[src/rtl/tmc_pkg.sv]
// package of constants and carrier types for the match/capture timer
// ----------------------------------------------------------------
// What this block does
// [RULE_01] 32-bit counter advanced through 32-bit prescaler
// [RULE_02] timer mode or external clock counter mode
// [RULE_03] four 32-bit match registers compared to count
// [RULE_04] match may continue counting, optional interrupt
// [RULE_05] match may stop counting, optional interrupt
// [RULE_06] match may reset count to zero
// [RULE_07] shadow match values for glitch-free PWM
// [RULE_08] match may request DMA, optionally
// [RULE_09] four match outputs set low or high
// [RULE_10] four capture registers load count on edges
// [RULE_11] per-channel capture interrupt enable
// [RULE_12] prescaler restarts at terminal, advances count
// [RULE_13] match on equality; shadows load on reset
// ----------------------------------------------------------------
package tmc_pkg;
    localparam int TMC_W = 32;
    localparam int TMC_NCH = 4;
    localparam logic [TMC_W-1:0] TMC_ZERO = 32'h0000_0000;
    localparam logic [TMC_W-1:0] TMC_ONE = 32'h0000_0001;
    localparam logic [TMC_NCH-1:0] TMC_NONE = 4'h0;
    // external output action on match
    typedef enum logic [1:0] {
        TMC_OUT_NOTHING = 2'h0,
        TMC_OUT_LOW = 2'h1,
        TMC_OUT_HIGH = 2'h2,
        TMC_OUT_TOGGLE = 2'h3
    } tmc_out_e;
    // per-channel match configuration
    typedef struct packed {
        logic irq_en;
        logic stop_en;
        logic reset_en;
        logic dma_en;
        tmc_out_e out_act;
    } tmc_match_cfg_s;
    // per-channel capture configuration
    typedef struct packed {
        logic rise_en;
        logic fall_en;
        logic irq_en;
    } tmc_cap_cfg_s;
    // counter run state
    typedef enum logic [2:0] {
        TMC_ST_IDLE = 3'h1,
        TMC_ST_RUN = 3'h2,
        TMC_ST_HALT = 3'h4
    } tmc_state_e;
endpackage

[src/rtl/tmc_sync.sv]
// three-stage synchroniser with agreement-based change detection
`timescale 1ns/1ps
`default_nettype none
module tmc_sync #(
    parameter int WIDTH = 4
) (
    input wire logic CORE_CLK_IN,
    input wire logic NRST_IN,
    input wire logic [WIDTH-1:0] ASYNC_IN,
    output logic [WIDTH-1:0] LEVEL_OUT,
    output logic [WIDTH-1:0] RISE_OUT,
    output logic [WIDTH-1:0] FALL_OUT
);
    typedef struct packed {
        logic [WIDTH-1:0] s1;
        logic [WIDTH-1:0] s2;
        logic [WIDTH-1:0] s3;
        logic [WIDTH-1:0] lvl;
    } tmc_sync_s;
    tmc_sync_s st_reg;
    tmc_sync_s st_next;

    // shift chain; level follows once stages two and three agree
    always_comb
    begin
        st_next = st_reg;
        st_next.s1 = ASYNC_IN;
        st_next.s2 = st_reg.s1;
        st_next.s3 = st_reg.s2;
        st_next.lvl = (st_reg.s2 & st_reg.s3) | (st_reg.lvl & ~(~st_reg.s2 & ~st_reg.s3));
    end

    always_ff @(posedge CORE_CLK_IN or negedge NRST_IN)
    begin
        if (!NRST_IN)
        begin
            st_reg <= '0;
        end
        else
        begin
            st_reg <= st_next;
        end
    end

    // edges are pulses the cycle the agreed level changes
    assign LEVEL_OUT = st_reg.lvl;
    assign RISE_OUT = st_next.lvl & ~st_reg.lvl;
    assign FALL_OUT = ~st_next.lvl & st_reg.lvl;
endmodule
`default_nettype wire

[src/rtl/tmc_top.sv]
// match/capture timer core with prescaler, shadows and pin actions
`timescale 1ns/1ps
`default_nettype none
module tmc_top
    import tmc_pkg::*;
#(
    parameter int NCH = tmc_pkg::TMC_NCH
) (
    input wire logic CORE_CLK_IN,
    input wire logic NRST_IN,
    input wire logic ENABLE_IN,
    input wire logic COUNTER_MODE_IN,
    input wire logic CLEAR_IN,
    input wire logic [tmc_pkg::TMC_W-1:0] PRESCALE_IN,
    input wire logic [tmc_pkg::TMC_W-1:0] MATCH_IN [tmc_pkg::TMC_NCH],
    input wire tmc_pkg::tmc_match_cfg_s MATCH_CFG_IN [tmc_pkg::TMC_NCH],
    input wire tmc_pkg::tmc_cap_cfg_s CAP_CFG_IN [tmc_pkg::TMC_NCH],
    input wire logic EXT_CLK_IN,
    input wire logic [tmc_pkg::TMC_NCH-1:0] CAP_PIN_IN,
    output logic [tmc_pkg::TMC_W-1:0] COUNT_OUT,
    output logic [tmc_pkg::TMC_W-1:0] PRESCALE_COUNT_OUT,
    output logic [tmc_pkg::TMC_W-1:0] CAPTURE_OUT [tmc_pkg::TMC_NCH],
    output logic [tmc_pkg::TMC_NCH-1:0] MATCH_PIN_OUT,
    output logic [tmc_pkg::TMC_NCH-1:0] MATCH_EVT_OUT,
    output logic [tmc_pkg::TMC_NCH-1:0] MATCH_IRQ_OUT,
    output logic [tmc_pkg::TMC_NCH-1:0] DMA_REQ_OUT,
    output logic [tmc_pkg::TMC_NCH-1:0] CAP_IRQ_OUT,
    output logic RUNNING_OUT
);
    import tmc_pkg::*;

    // ------------------------------------------------------------
    // state
    // ------------------------------------------------------------
    typedef struct packed {
        tmc_state_e state;
        logic [TMC_W-1:0] count;
        logic [TMC_W-1:0] pre;
        logic [TMC_NCH-1:0][TMC_W-1:0] act;
        logic [TMC_NCH-1:0][TMC_W-1:0] cap;
        logic [TMC_NCH-1:0] pin;
        logic [TMC_NCH-1:0] mevt;
        logic [TMC_NCH-1:0] mirq;
        logic [TMC_NCH-1:0] dma;
        logic [TMC_NCH-1:0] cirq;
    } tmc_core_s;
    tmc_core_s st_reg;
    tmc_core_s st_next;

    logic ext_lvl;
    logic ext_rise;
    logic [TMC_NCH-1:0] cap_rise;
    logic [TMC_NCH-1:0] cap_fall;
    logic tick;
    logic [TMC_NCH-1:0] hit;
    logic [TMC_NCH-1:0] stop_hit;
    logic [TMC_NCH-1:0] rst_hit;
    logic [TMC_NCH-1:0] cap_hit;

    // pin action on match: returns the new output level
    function automatic logic pin_act(input tmc_out_e act, input logic cur);
        logic res;
        res = cur;
        case (act)
            TMC_OUT_LOW: res = 1'b0;
            TMC_OUT_HIGH: res = 1'b1;
            TMC_OUT_TOGGLE: res = ~cur;
            default: res = cur;
        endcase
        return res;
    endfunction

    // packs the shadow values into the active compare copy
    function automatic logic [TMC_NCH-1:0][TMC_W-1:0] shadow_copy(
        input logic [TMC_W-1:0] src [TMC_NCH]);
        logic [TMC_NCH-1:0][TMC_W-1:0] res;
        for (int i = 0; i < TMC_NCH; i++)
        begin
            res[i] = src[i];
        end
        return res;
    endfunction

    // ------------------------------------------------------------
    // input synchronisers for count clock and capture pins
    // ------------------------------------------------------------
    tmc_sync #(
        .WIDTH(1)
    ) u_ext_sync (
        .CORE_CLK_IN(CORE_CLK_IN),
        .NRST_IN(NRST_IN),
        .ASYNC_IN(EXT_CLK_IN),
        .LEVEL_OUT(ext_lvl),
        .RISE_OUT(ext_rise),
        .FALL_OUT()
    );

    tmc_sync #(
        .WIDTH(TMC_NCH)
    ) u_cap_sync (
        .CORE_CLK_IN(CORE_CLK_IN),
        .NRST_IN(NRST_IN),
        .ASYNC_IN(CAP_PIN_IN),
        .LEVEL_OUT(),
        .RISE_OUT(cap_rise),
        .FALL_OUT(cap_fall)
    );

    // ------------------------------------------------------------
    // per-channel compare and capture decode
    // ------------------------------------------------------------
    genvar gi;
    generate
        for (gi = 0; gi < TMC_NCH; gi++)
        begin : g_ch
            // equality against the active copy, only while running
            // enable gates the hit so a match never fires while leaving run
            assign hit[gi] = (st_reg.state == TMC_ST_RUN) && ENABLE_IN && tick
                && (st_reg.count == st_reg.act[gi]); // RULE_03 RULE_13
            assign stop_hit[gi] = hit[gi] & MATCH_CFG_IN[gi].stop_en; // RULE_05
            assign rst_hit[gi] = hit[gi] & MATCH_CFG_IN[gi].reset_en; // RULE_06
            assign cap_hit[gi] = (cap_rise[gi] & CAP_CFG_IN[gi].rise_en)
                | (cap_fall[gi] & CAP_CFG_IN[gi].fall_en); // RULE_10
        end
    endgenerate

    // count source: every prescaler wrap, timer or external edges
    assign tick = (st_reg.pre == PRESCALE_IN)
        && (!COUNTER_MODE_IN || ext_rise); // RULE_02 RULE_12

    // ------------------------------------------------------------
    // next-state logic
    // ------------------------------------------------------------
    always_comb
    begin
        st_next = st_reg;
        st_next.mevt = TMC_NONE;
        st_next.mirq = TMC_NONE;
        st_next.dma = TMC_NONE;
        st_next.cirq = TMC_NONE;
        case (st_reg.state)
            TMC_ST_IDLE:
            begin
                st_next.act = shadow_copy(MATCH_IN); // RULE_07
                if (ENABLE_IN)
                begin
                    st_next.state = TMC_ST_RUN;
                end
            end
            TMC_ST_RUN:
            begin
                if (!ENABLE_IN)
                begin
                    st_next.state = TMC_ST_IDLE;
                end
                else
                begin
                    // prescaler steps on system cycles or external edges
                    if (!COUNTER_MODE_IN || ext_rise)
                    begin
                        st_next.pre = tick ? TMC_ZERO : st_reg.pre + TMC_ONE; // RULE_12
                    end
                    if (tick)
                    begin
                        st_next.count = st_reg.count + TMC_ONE; // RULE_01
                    end
                    if (|rst_hit)
                    begin
                        st_next.count = TMC_ZERO; // RULE_06
                        st_next.act = shadow_copy(MATCH_IN); // RULE_07 RULE_13
                    end
                    if (|stop_hit)
                    begin
                        st_next.count = st_reg.count; // RULE_05
                        st_next.state = TMC_ST_HALT;
                    end
                    for (int i = 0; i < TMC_NCH; i++)
                    begin
                        if (hit[i])
                        begin
                            st_next.mevt[i] = 1'b1; // RULE_04
                            st_next.mirq[i] = MATCH_CFG_IN[i].irq_en; // RULE_04 RULE_05 RULE_06
                            st_next.dma[i] = MATCH_CFG_IN[i].dma_en; // RULE_08
                            st_next.pin[i] = pin_act(MATCH_CFG_IN[i].out_act,
                                st_reg.pin[i]); // RULE_09
                        end
                    end
                end
            end
            TMC_ST_HALT:
            begin
                if (!ENABLE_IN)
                begin
                    st_next.state = TMC_ST_IDLE;
                end
            end
            default:
            begin
                st_next.state = TMC_ST_IDLE;
            end
        endcase
        // captures work in every state
        for (int i = 0; i < TMC_NCH; i++)
        begin
            if (cap_hit[i])
            begin
                st_next.cap[i] = st_reg.count; // RULE_10
                st_next.cirq[i] = CAP_CFG_IN[i].irq_en; // RULE_11
            end
        end
        // synchronous clear of count and prescaler, reloads shadows
        if (CLEAR_IN)
        begin
            st_next.count = TMC_ZERO;
            st_next.pre = TMC_ZERO;
            st_next.act = shadow_copy(MATCH_IN); // RULE_13
            if (st_reg.state == TMC_ST_HALT)
            begin
                st_next.state = ENABLE_IN ? TMC_ST_RUN : TMC_ST_IDLE;
            end
        end
    end

    // ------------------------------------------------------------
    // state register
    // ------------------------------------------------------------
    always_ff @(posedge CORE_CLK_IN or negedge NRST_IN)
    begin
        if (!NRST_IN)
        begin
            st_reg <= '0;
            st_reg.state <= TMC_ST_IDLE;
        end
        else
        begin
            st_reg <= st_next;
        end
    end

    // outputs come straight from the state register
    assign COUNT_OUT = st_reg.count;
    assign PRESCALE_COUNT_OUT = st_reg.pre;
    assign MATCH_PIN_OUT = st_reg.pin;
    assign MATCH_EVT_OUT = st_reg.mevt;
    assign MATCH_IRQ_OUT = st_reg.mirq;
    assign DMA_REQ_OUT = st_reg.dma;
    assign CAP_IRQ_OUT = st_reg.cirq;
    assign RUNNING_OUT = (st_reg.state == TMC_ST_RUN);
    generate
        for (gi = 0; gi < TMC_NCH; gi++)
        begin : g_cap_out
            assign CAPTURE_OUT[gi] = st_reg.cap[gi];
        end
    endgenerate
endmodule
`default_nettype wire

[config.mk]
export PLATFORM = sky130hd
export DESIGN_NAME = tmc_top
export DESIGN_NICKNAME = d
export VERILOG_FILES = /design/src/rtl/tmc_pkg.sv /design/src/rtl/tmc_sync.sv /design/src/rtl/tmc_top.sv
export SDC_FILE = /design/constraint.sdc
export NUM_CORES = 1
export LEC_CHECK = 0
export ABC_AREA = 1
export BUFFER_PORTS_ARGS = -buffer_cell sky130_fd_sc_hd__buf_2
export CAP_MARGIN = 0
export CORE_ASPECT_RATIO = 0.8
export CORE_MARGIN = 2
export CORE_UTILIZATION = 55
export CTS_CLUSTER_DIAMETER = 120
export CTS_CLUSTER_SIZE = 28
export DETAILED_ROUTE_END_ITERATION = 16
export GPL_TIMING_DRIVEN = 0
export PLACE_DENSITY_LB_ADDON = 0.2
export SLEW_MARGIN = 20
export SYNTH_ARGS = -nofsm -noshare
export SYNTH_HDL_FRONTEND = slang
export SYNTH_SLANG_ARGS = --single-unit
export TNS_END_PERCENT = 100
[constraint.sdc]
create_clock -name CORE_CLK_IN -period 4.9 [get_ports CORE_CLK_IN]
set_input_delay 0 -clock CORE_CLK_IN [delete_from_list [all_inputs] [get_ports CORE_CLK_IN]]
set_output_delay 0 -clock CORE_CLK_IN [all_outputs]
set_load 0.005 [all_outputs]
# == Word level (Yosys, flattened, before mapping) ==
# Index checks and enable logic that the tools add are counted.
# word_totals
ff_bits,363
inputBits,206
out_inout_bits,213
word_cells,161
# classes
add_sub_neg,2
eq_ne,23
muxes,38
bitwise_logic,44
reduce_logical,27
# ops
operator,count
case mux 128 bit (2 select lines),1
2-to-1 mux 195 bit,1
2-to-1 mux 192 bit,1
equality test 32 bit,5
2-to-1 mux 128 bit,1
2-to-1 mux 32 bit,4
"adder 32 x 1 -> 32 bit, second input constant",2
2-to-1 mux 64 bit,1
2-to-1 mux 35 bit,1
2-to-1 mux 12 bit,2
AND 1 bit,20
AND 4 bit,5
NOT 4 bit,5
AND reduction 4 bit,5
nonzero test 3 bit,6
"equality test 2 bit, second input constant",8
2-to-1 mux 1 bit,16
2-to-1 mux 3 bit,4
case mux 1 bit (3 select lines),4
case mux 3 bit (3 select lines),1
"equality test 2 x 1 -> 1 bit, second input constant",4
NOT 1 bit,8
OR reduction 4 bit,2
logical AND 1 bit,7
13 further kinds,20

# == Depth between registers and ports, before layout ==
# Gate-level depths: netlist (run 1).
# logic_depth
depth_word,18
mapped_depth,18
mapped_depth_nobuf,16

# == By module ==
# A second synthesis (run 1) with hierarchy kept.
# hier_totals
hier_cells,2467
area_unflattened_um2,19235.9
# modules_own_cells
module,n_inst,cells_each,area_per_inst_um2,seq_area_each_um2
tmc_top,1,2413,18580.3,8584.5
tmc_sync (u_cap_sync),1,44,530.5,400.4
tmc_sync (u_ext_sync),1,10,125.1,100.1

# == Least setup slack after synthesis (run 1) ==
# OpenSTA, ideal clock, no wires.
# synth_path
kind,register to register
start,"reg st_reg, in the netlist COUNT_OUT[0]"
end,"reg st_reg, in the netlist COUNT_OUT[31]"
setup_ns,0.065
arrival_ns,1.879
required_time_ns,4.835
setup_slack_ns,2.956
stages_incl_launch_ff,15
n_path_buf,1
period_less_slack_ns,1.944
cell_sequence,dfrtp_1 -> buf_4 -> inv_2 -> nor3_4 -> nand3_2 -> nor2_4 -> nand2_1 -> nor2_2 -> nand3_2 -> nor2_2 -> nand2_1 -> xor2_1 -> nor2_1 -> nand2_1 -> nand2_1
# synth_between
elab_chain_cells,9
word_cells_on_any_way,28
classes_between,1 x add/sub; 5 x eq/ne; 6 x mux; 8 x bitwise; 8 x reduce/logical
# synth_lines
item,line,text
"start, declared",tmc_top.sv:47,tmc_core_s st_reg;
"start signal, assigned",tmc_top.sv:236,st_reg <= st_next;
"parallel branches: the longest is 9 deep, another holds adder 32 x 1 -> 32 bit",n/a,
# Parallel ways; which one is timed is not known. The select of a mux whose other input is x is not followed.
# A chain may end at the register's enable or synchronous reset.

# == Worst setup path after layout (run 1) ==
# layout_path
start,"reg st_reg, in the netlist COUNT_OUT[5]"
end,"reg st_reg, in the netlist COUNT_OUT[10]"
# The elaborated chain is that of the path after synthesis.

==> out/metrics.cfg, run 1 <==
[worst_setup_path]
crit_chain=buf_4 > inv_1 > nand2_1 > nand2_1 > nor2_1 > nand2_1 > nor2_1 > nand2_1 > nor2_2 > nand4_1 > nand2_1 > dlygate4sd3_1 > nor2_2 > nand3_1 > buf_2 > nor2_1 > nand2_1 > nand2_1
slowest_stage=dlygate4sd3_1
crit_fanout=10
arrival_ns=3.85
crit_type=reg -> reg
cp_top_family=simple AND/OR/NAND/NOR gates
cp-start-kind=flop
critPathMaxStageDelay_ns=0.57
worstPathRequired_ns=5.33
endpoint_kind=flop
timing.critical_path.buf_inv=4
crit_path_frequent_cell=nand2_1

[die]
io_pins=419
dieHeight_um=171
fp.coreArea_um2=34600
die_w_um=213
fp-row-count=61
initial_core_util_pct=55.6
dieArea_um2=36500

[global_route]
grt_overflow=0
use_met2_pct=52.2
grt_pass1_vias=17100
grt_max_degree=98
grt.met3_usage_pct=3.72
gr-usage-met1_pct=46.6
grt_pass1_wl_um=91800
grt_usage_pct=32.4
antenna_found_initial=4
grt.busiest_layer=met2

[final_layout]
final_common_cell=nand2_1
fillers=2794
area_growth_pct=25.5
final_cell_mix=725 x nand2_1, 438 x buf_2, 362 x dfrtp_1
largest_reg_flops=131
drive_gt1_share_pct=24.9
final_area_um2=24100
fin_nets=3256

[job]
maxCapViolCount=0

[synth]
syn_nets=2652
synth_area_leader_cell=dfrtp_1
syn_avg_cell_area_um2=7.87
yosysUniqueCellTypes=42
synth_area_um2=19200
ys_seq_area_share_pct=47.3
syn_inst=2444
yosysTopAreaCellShare_pct=47.1
ys_warn_count=0
synth_area_leaders=dfrtp_1 47%, nand2_1 14%, buf_4 9.6%
synth-seq-cells=363

[placement]
pre_cts_slack_ns=2.09
numPortBuffers=418
gp_congestion=0.908
dp_hpwl_um=43400
place_area_um2=22000

[routing]
vias_per_cell=5.11
first_pass_iters=5
routedWlPerCell_um=16.9
wirelength_um=59700
drc_errors=0
postRouteAntennaNets=0
drt_iter0_drc=1622
vias=18000

[sta]
hold_slack_ns=0.0266
rsz0062_at_grt=no
finalCritPeriodShare_pct=69.8
final-setup-viol-count=0
period_needed_ns=3.42
hold_violations=0
slew_headroom_pct=29.8
setup_ws_ns=1.48
finClkSkew_ns=0.0132
drv_slew=0
worst_slew_pin_slew_ns=1.05
setup_tns_ns=0
fmax_mhz=293

[clock_network]
clk_pin_slew_worst_paths_ns=0.11
clock_path_buffers=3
cts_resized=0
numCtsBuffers=16
clock_sinks=363
cts_htree_levels=1
clkLatencyLatePin_ns=0.53
cts_setup_buffers=0
tritoncts=yes
root_buffer=clkbuf_16

[power_and_ir_drop]
leakage_nw=13.0
powerDensity_nw_per_um2=367
irDropWorstVdd_mv=0.224

[hold_path]
hold_class=in -> reg

[status]
status=finished clean

-- cell type report --
| cell class | instances | area (um2) | area share, % |
|---|---|---|---|
| buffer | 320 | 2250 | 9.30 |
| clock buffer | 22 | 444 | 1.84 |
| sequential | 363 | 9080 | 37.6 |
| inverter | 182 | 683 | 2.83 |
| multi-input combinational | 1579 | 7210 | 29.9 |
| antenna | 5 | 12.5 | 0.0518 |
| timing repair buffer | 586 | 3860 | 16.0 |
| tap | 472 | 591 | 2.45 |
-- cells in the mapped netlist (all sizes together) --
cell type    n
nor3b        2
nand4       18
a2bb2oi      2
clkinv       1
a211oi       1
dfrtp      362
clkbuf      40
dfstp        1
o21bai       1
nand3      160
mux2         4
o221ai       1
a21boi       4
a221oi       1
a31oi        2
a21oi      137
nor4         7
o22ai        6
xor2        96
nor3        30
a22o         4
inv        181
buf        280
nor2       329
xnor2       14
nand2      729
or2          2
o21ai       27
ha           2
-- cells by family after synthesis --
group	Yosys count	share of synthesized area [%]
flip-flops	363	47.3
buffers and inverters	502	15.2
AO/OA/AOI/OAI	186	5.15
multiplexers	4	0.234
AND/OR/NAND/NOR	1277	27.0
adder cells (fa/ha/maj)	2	0.130
XOR/XNOR	110	5.01
-- repair_timing --
| action | 4_1_cts | 5_1_grt |
|---|---|---|
| setup endpoints to repair | 0 | 0 |
| hold buffers | 164 | 0 |
| hold endpoints to repair | 362 | 0 |
-- final timing paths --
kind | startpoint | to | slack, ns | cells past startpoint
min | MATCH_CFG_IN[4] | st_reg[341] | 0.03 | 6
max | COUNT_OUT[5] | COUNT_OUT[10] | 1.48 | 18
max in group asynchronous | NRST_IN | st_reg[223] | 3.67 | 5
max reg2reg | COUNT_OUT[5] | COUNT_OUT[10] | 1.48 | 18
min in group asynchronous | NRST_IN | CAPTURE_OUT[92] | 0.05 | 3
min reg2reg | u_cap_sync.st_next[11] | u_cap_sync.st_next[7] | 0.36 | 0
-- metrics by stage --
step	total power, mW	utilization (%)	instances
2_1_floorplan	6.02	-	2444
4_1_cts	8.84	69.8	3524
6_report	8.86	69.8	3529
5_1_grt	9.39	69.8	3528
3_3_place_gp	7.06	63.4	3334
3_5_place_dp	7.16	63.7	3338
-- power by group --
group,internal (mW),total [mW],switching (mW)
sequential,3.60,4.04,0.435
combinational,1.55,3.23,1.68
clock,0.644,1.60,0.952
total,5.80,8.86,3.06
-- worst reg2reg max path: stages (launching register included) --
cell and delay [ns]:
dfrtp_1 0.42, buf_4 0.20, inv_1 0.18, nand2_1 0.12
nand2_1 0.06, nor2_1 0.10, nand2_1 0.08, nor2_1 0.27
nand2_1 0.16, nor2_2 0.21, nand4_1 0.11, nand2_1 0.09
dlygate4sd3_1 0.57, nor2_2 0.07, nand3_1 0.18, buf_2 0.30
nor2_1 0.10, nand2_1 0.07, nand2_1 0.04
-- layer usage --
| layer | wire [um] | vias to the layer above |
|---|---|---|
| li1 | - | 8565 |
| met1 | 26400 | 8622 |
| met2 | 27700 | 726 |
| met3 | 3920 | 109 |
| met4 | 1730 | 0 |
| met5 | 0 | - |
Power figures use the tool's default switching activity.
==> run 2, diff against run 1 <==
clock period = 3.4 ns   (was 4.9 ns; I/O delays follow)
==> run 2 against run 1 <==
Setup slack worse by 1.3 ns. Worst hold slack better by 0.012 ns. Sequential cell count stayed put. Clock skew is 0.0020 ns higher. Design area is 0.24% higher. Maximum frequency is 4.7% higher. Sequential share of layout area is 0.086 points lower. Critical path type unchanged. Non-clock buffer count is 2 higher. Combinational power is 45% higher. Register-to-register slack worse by 1.3 ns. Global-route usage stayed put. Final cell count hardly changed.
==> out/metrics.cfg, run 2 (synthesis gave the netlist of run 1 again) <==
[clock_network]
tritoncts=yes
clock_path_buffers=3  ; unchanged
clkLatencyLatePin_ns=0.53  ; about the same
numCtsBuffers=16  ; unchanged
clock_sinks=363  ; unchanged
cts_htree_levels=1  ; unchanged
root_buffer=clkbuf_16
clk_pin_slew_worst_paths_ns=0.11  ; about the same

[placement]
gp_congestion=0.908  ; unchanged
dp_hpwl_um=43400  ; unchanged
place_area_um2=22000  ; unchanged
numPortBuffers=418  ; unchanged
place_inst=3338  ; unchanged

[final_layout]
final_area_um2=24200  ; +0.24%
final_cells=3530  ; +0.028%
final_cell_mix=724 x nand2_1, 434 x buf_2, 361 x dfrtp_1
fin_nets=3258  ; +0.061%
largest_reg_flops=131  ; unchanged
drive_gt1_share_pct=25.2  ; +0.31 points
regArea_um2=9090  ; about the same
final_common_cell=nand2_1
finish.utilization_pct=70.0  ; +0.17 points
fillers=2793  ; -0.036%
area_growth_pct=25.8
multi_input_area_um2=7240  ; +0.33%

[sta]
worst_slew_pin_slew_ns=1.06  ; +0.0124 ns
fmax_mhz=306  ; +4.7%
finalCritPeriodShare_pct=96.0  ; +26 points
finClkSkew_ns=0.0152  ; +0.00199 ns
hold_slack_ns=0.0381  ; +0.0115 ns
period_needed_ns=3.26  ; -0.154 ns
drv_slew=0  ; unchanged
final-setup-viol-count=0  ; unchanged
rsz0062_at_grt=no
slew_headroom_pct=29.0  ; -0.83 points
hold_violations=0  ; unchanged

[routing]
first_pass_iters=5  ; unchanged
vias_per_cell=5.11  ; +0.13%
wl_met2_um=27700  ; about the same
drt_iter0_drc=1671  ; +3.0%
drc_errors=0  ; unchanged
wirelength_um=59700  ; about the same
routedWlPerCell_um=16.9  ; about the same
postRouteAntennaNets=0  ; unchanged
wl_met1_um=26300  ; -0.28%
vias=18100  ; +0.16%
met3_length_um=4000  ; +2.2%
dr.max_layer_used=met4

[power_and_ir_drop]
powerDensity_nw_per_um2=528  ; +44%
p_sw_share_pct=34.5  ; about the same
p_int_mw=8.37  ; +44%
irDropWorstVdd_mv=0.320  ; +43%
comb_power_share_pct=36.5  ; about the same
power.switching_mw=4.41  ; +44%
power_frac_seq_pct=45.5  ; about the same
clkPwrFrac_pct=18.0  ; about the same
leakage_nw=13.0  ; +0.12%

[worst_setup_path]
crit_path_frequent_cell=nand2_1
cp-startpoint=COUNT_OUT[7]
arrival_ns=3.73  ; -0.12 ns
ff2ff_setup_slack_ns=0.14  ; -1.35 ns
critPathMaxStageDelay_ns=0.58  ; about the same
timing.rr.end=COUNT_OUT[7]
crit_chain=buf_4 > inv_2 > nand2_1 > nand2_1 > nor2_1 > nand2_1 > nor2_2 > nand2_1 > nor2_2 > nand4_1 > nand2_1 > dlygate4sd3_1 > nor2_2 > nand2_2 > nand2_1 > nand2_2 > buf_4 > nand2_1 > nand2_1
slowest_stage=dlygate4sd3_1
crit_fanout=10  ; unchanged
worstPathRequired_ns=3.86  ; -1.47 ns
endpoint_kind=flop
rr_worst_depth=19  ; +1
cp_top_family=simple AND/OR/NAND/NOR gates
endpoint=COUNT_OUT[7]
crit_type=reg -> reg
cp-start-kind=flop
timing.critical_path.buf_inv=4  ; unchanged
timing.rr.start=COUNT_OUT[7]
worst-path-stages=19  ; +1

[global_route]
antenna_found_initial=4  ; unchanged
grt_pass1_vias=17100  ; unchanged
grt_overflow=0  ; unchanged
grt_pass1_wl_um=91800  ; unchanged
grt_max_degree=98  ; unchanged
grt_usage_pct=32.4  ; unchanged

[job]
maxCapViolCount=0  ; unchanged

[die]
fp-row-count=61  ; unchanged
dieHeight_um=171  ; unchanged
initial_core_util_pct=55.6  ; unchanged
fp.coreArea_um2=34600  ; unchanged
io_pins=419  ; unchanged
die_w_um=213  ; unchanged
dieArea_um2=36500  ; unchanged

[hold_path]
hold_class=in -> reg

[status]
status=finished clean

==> run 2: cell count changes in the layout (fill, tap and decap cells not counted), sizes merged <==
cell,before,now
diode,5,4
clkbuf,62,64
inv,181,178
clkinvlp,0,3
==> run 2: power groups by stage <==
| stage | registers, mW | clock network, mW | logic (mW) |
|---|---|---|---|
| after floorplan | 5.68 | 0 | 3.00 |
| after global placement | 5.84 | 0 | 4.33 |
| after CTS | 5.79 | 2.33 | 4.62 |
| after global routing | 5.91 | 2.47 | 5.17 |
| final | 5.81 | 2.30 | 4.67 |
| after detailed placement | 5.88 | 0 | 4.45 |
==> run 2: worst min path at each step <==
stage	start	endpoint	slack, ns	cells after the start
5_1_grt	NRST_IN	st_reg[200]	0.06	3
3_3_place_gp	CAP_PIN_IN[2]	u_cap_sync.st_next[10]	0.11	1
2_1_floorplan	NRST_IN	CAPTURE_OUT[0]	-0.30	0
4_1_cts	MATCH_CFG_IN[4]	st_reg[341]	0.01	6
6_report	MATCH_CFG_IN[15]	COUNT_OUT[28]	0.04	8
3_5_place_dp	NRST_IN	CAPTURE_OUT[92]	-0.1	1
==> run 2: cell type report <==
type | instances | area share, %
antenna | 4 | 0.0414
sequential | 363 | 37.6
multi-input combinational | 1579 | 29.9
inverter | 182 | 2.87
timing repair buffer | 588 | 16.0
clock buffer | 22 | 1.84
buffer | 320 | 9.32
tap | 472 | 2.44
==> run 2: metrics by stage <==
stage	worst slack, ns	power [mW]	TNS (ns)
6_report	0.135	12.8	0
5_1_grt	0.00403	13.6	0
4_1_cts	0.0629	12.7	0
3_5_place_dp	0.588	10.3	0
3_3_place_gp	-4.65	10.2	-1665.64
2_1_floorplan	1.46	8.68	0
==> run 2: worst min-delay path: cells and delay by family <==
family | cells | cell delay (ns)
buffers and inverters | 1 | 0.08
and+or+nand+nor | 7 | 0.45
==> run 2: repair_timing <==
action / in CTS / in global routing
hold buffers: 164 / 0
resized for setup: 0 / 16
hold endpoints to repair: 362 / 0
endpoints found under the setup margin: 0 / 33
setup buffers: 0 / 2
==> run 2: metal layers <==
| layer | vias to the layer above | GRT usage (%) |
|---|---|---|
| met5 | - | 0 |
| met4 | 0 | 9.06 |
| met3 | 100 | 3.72 |
| met2 | 716 | 52.2 |
| met1 | 8657 | 46.6 |
| li1 | 8577 | - |
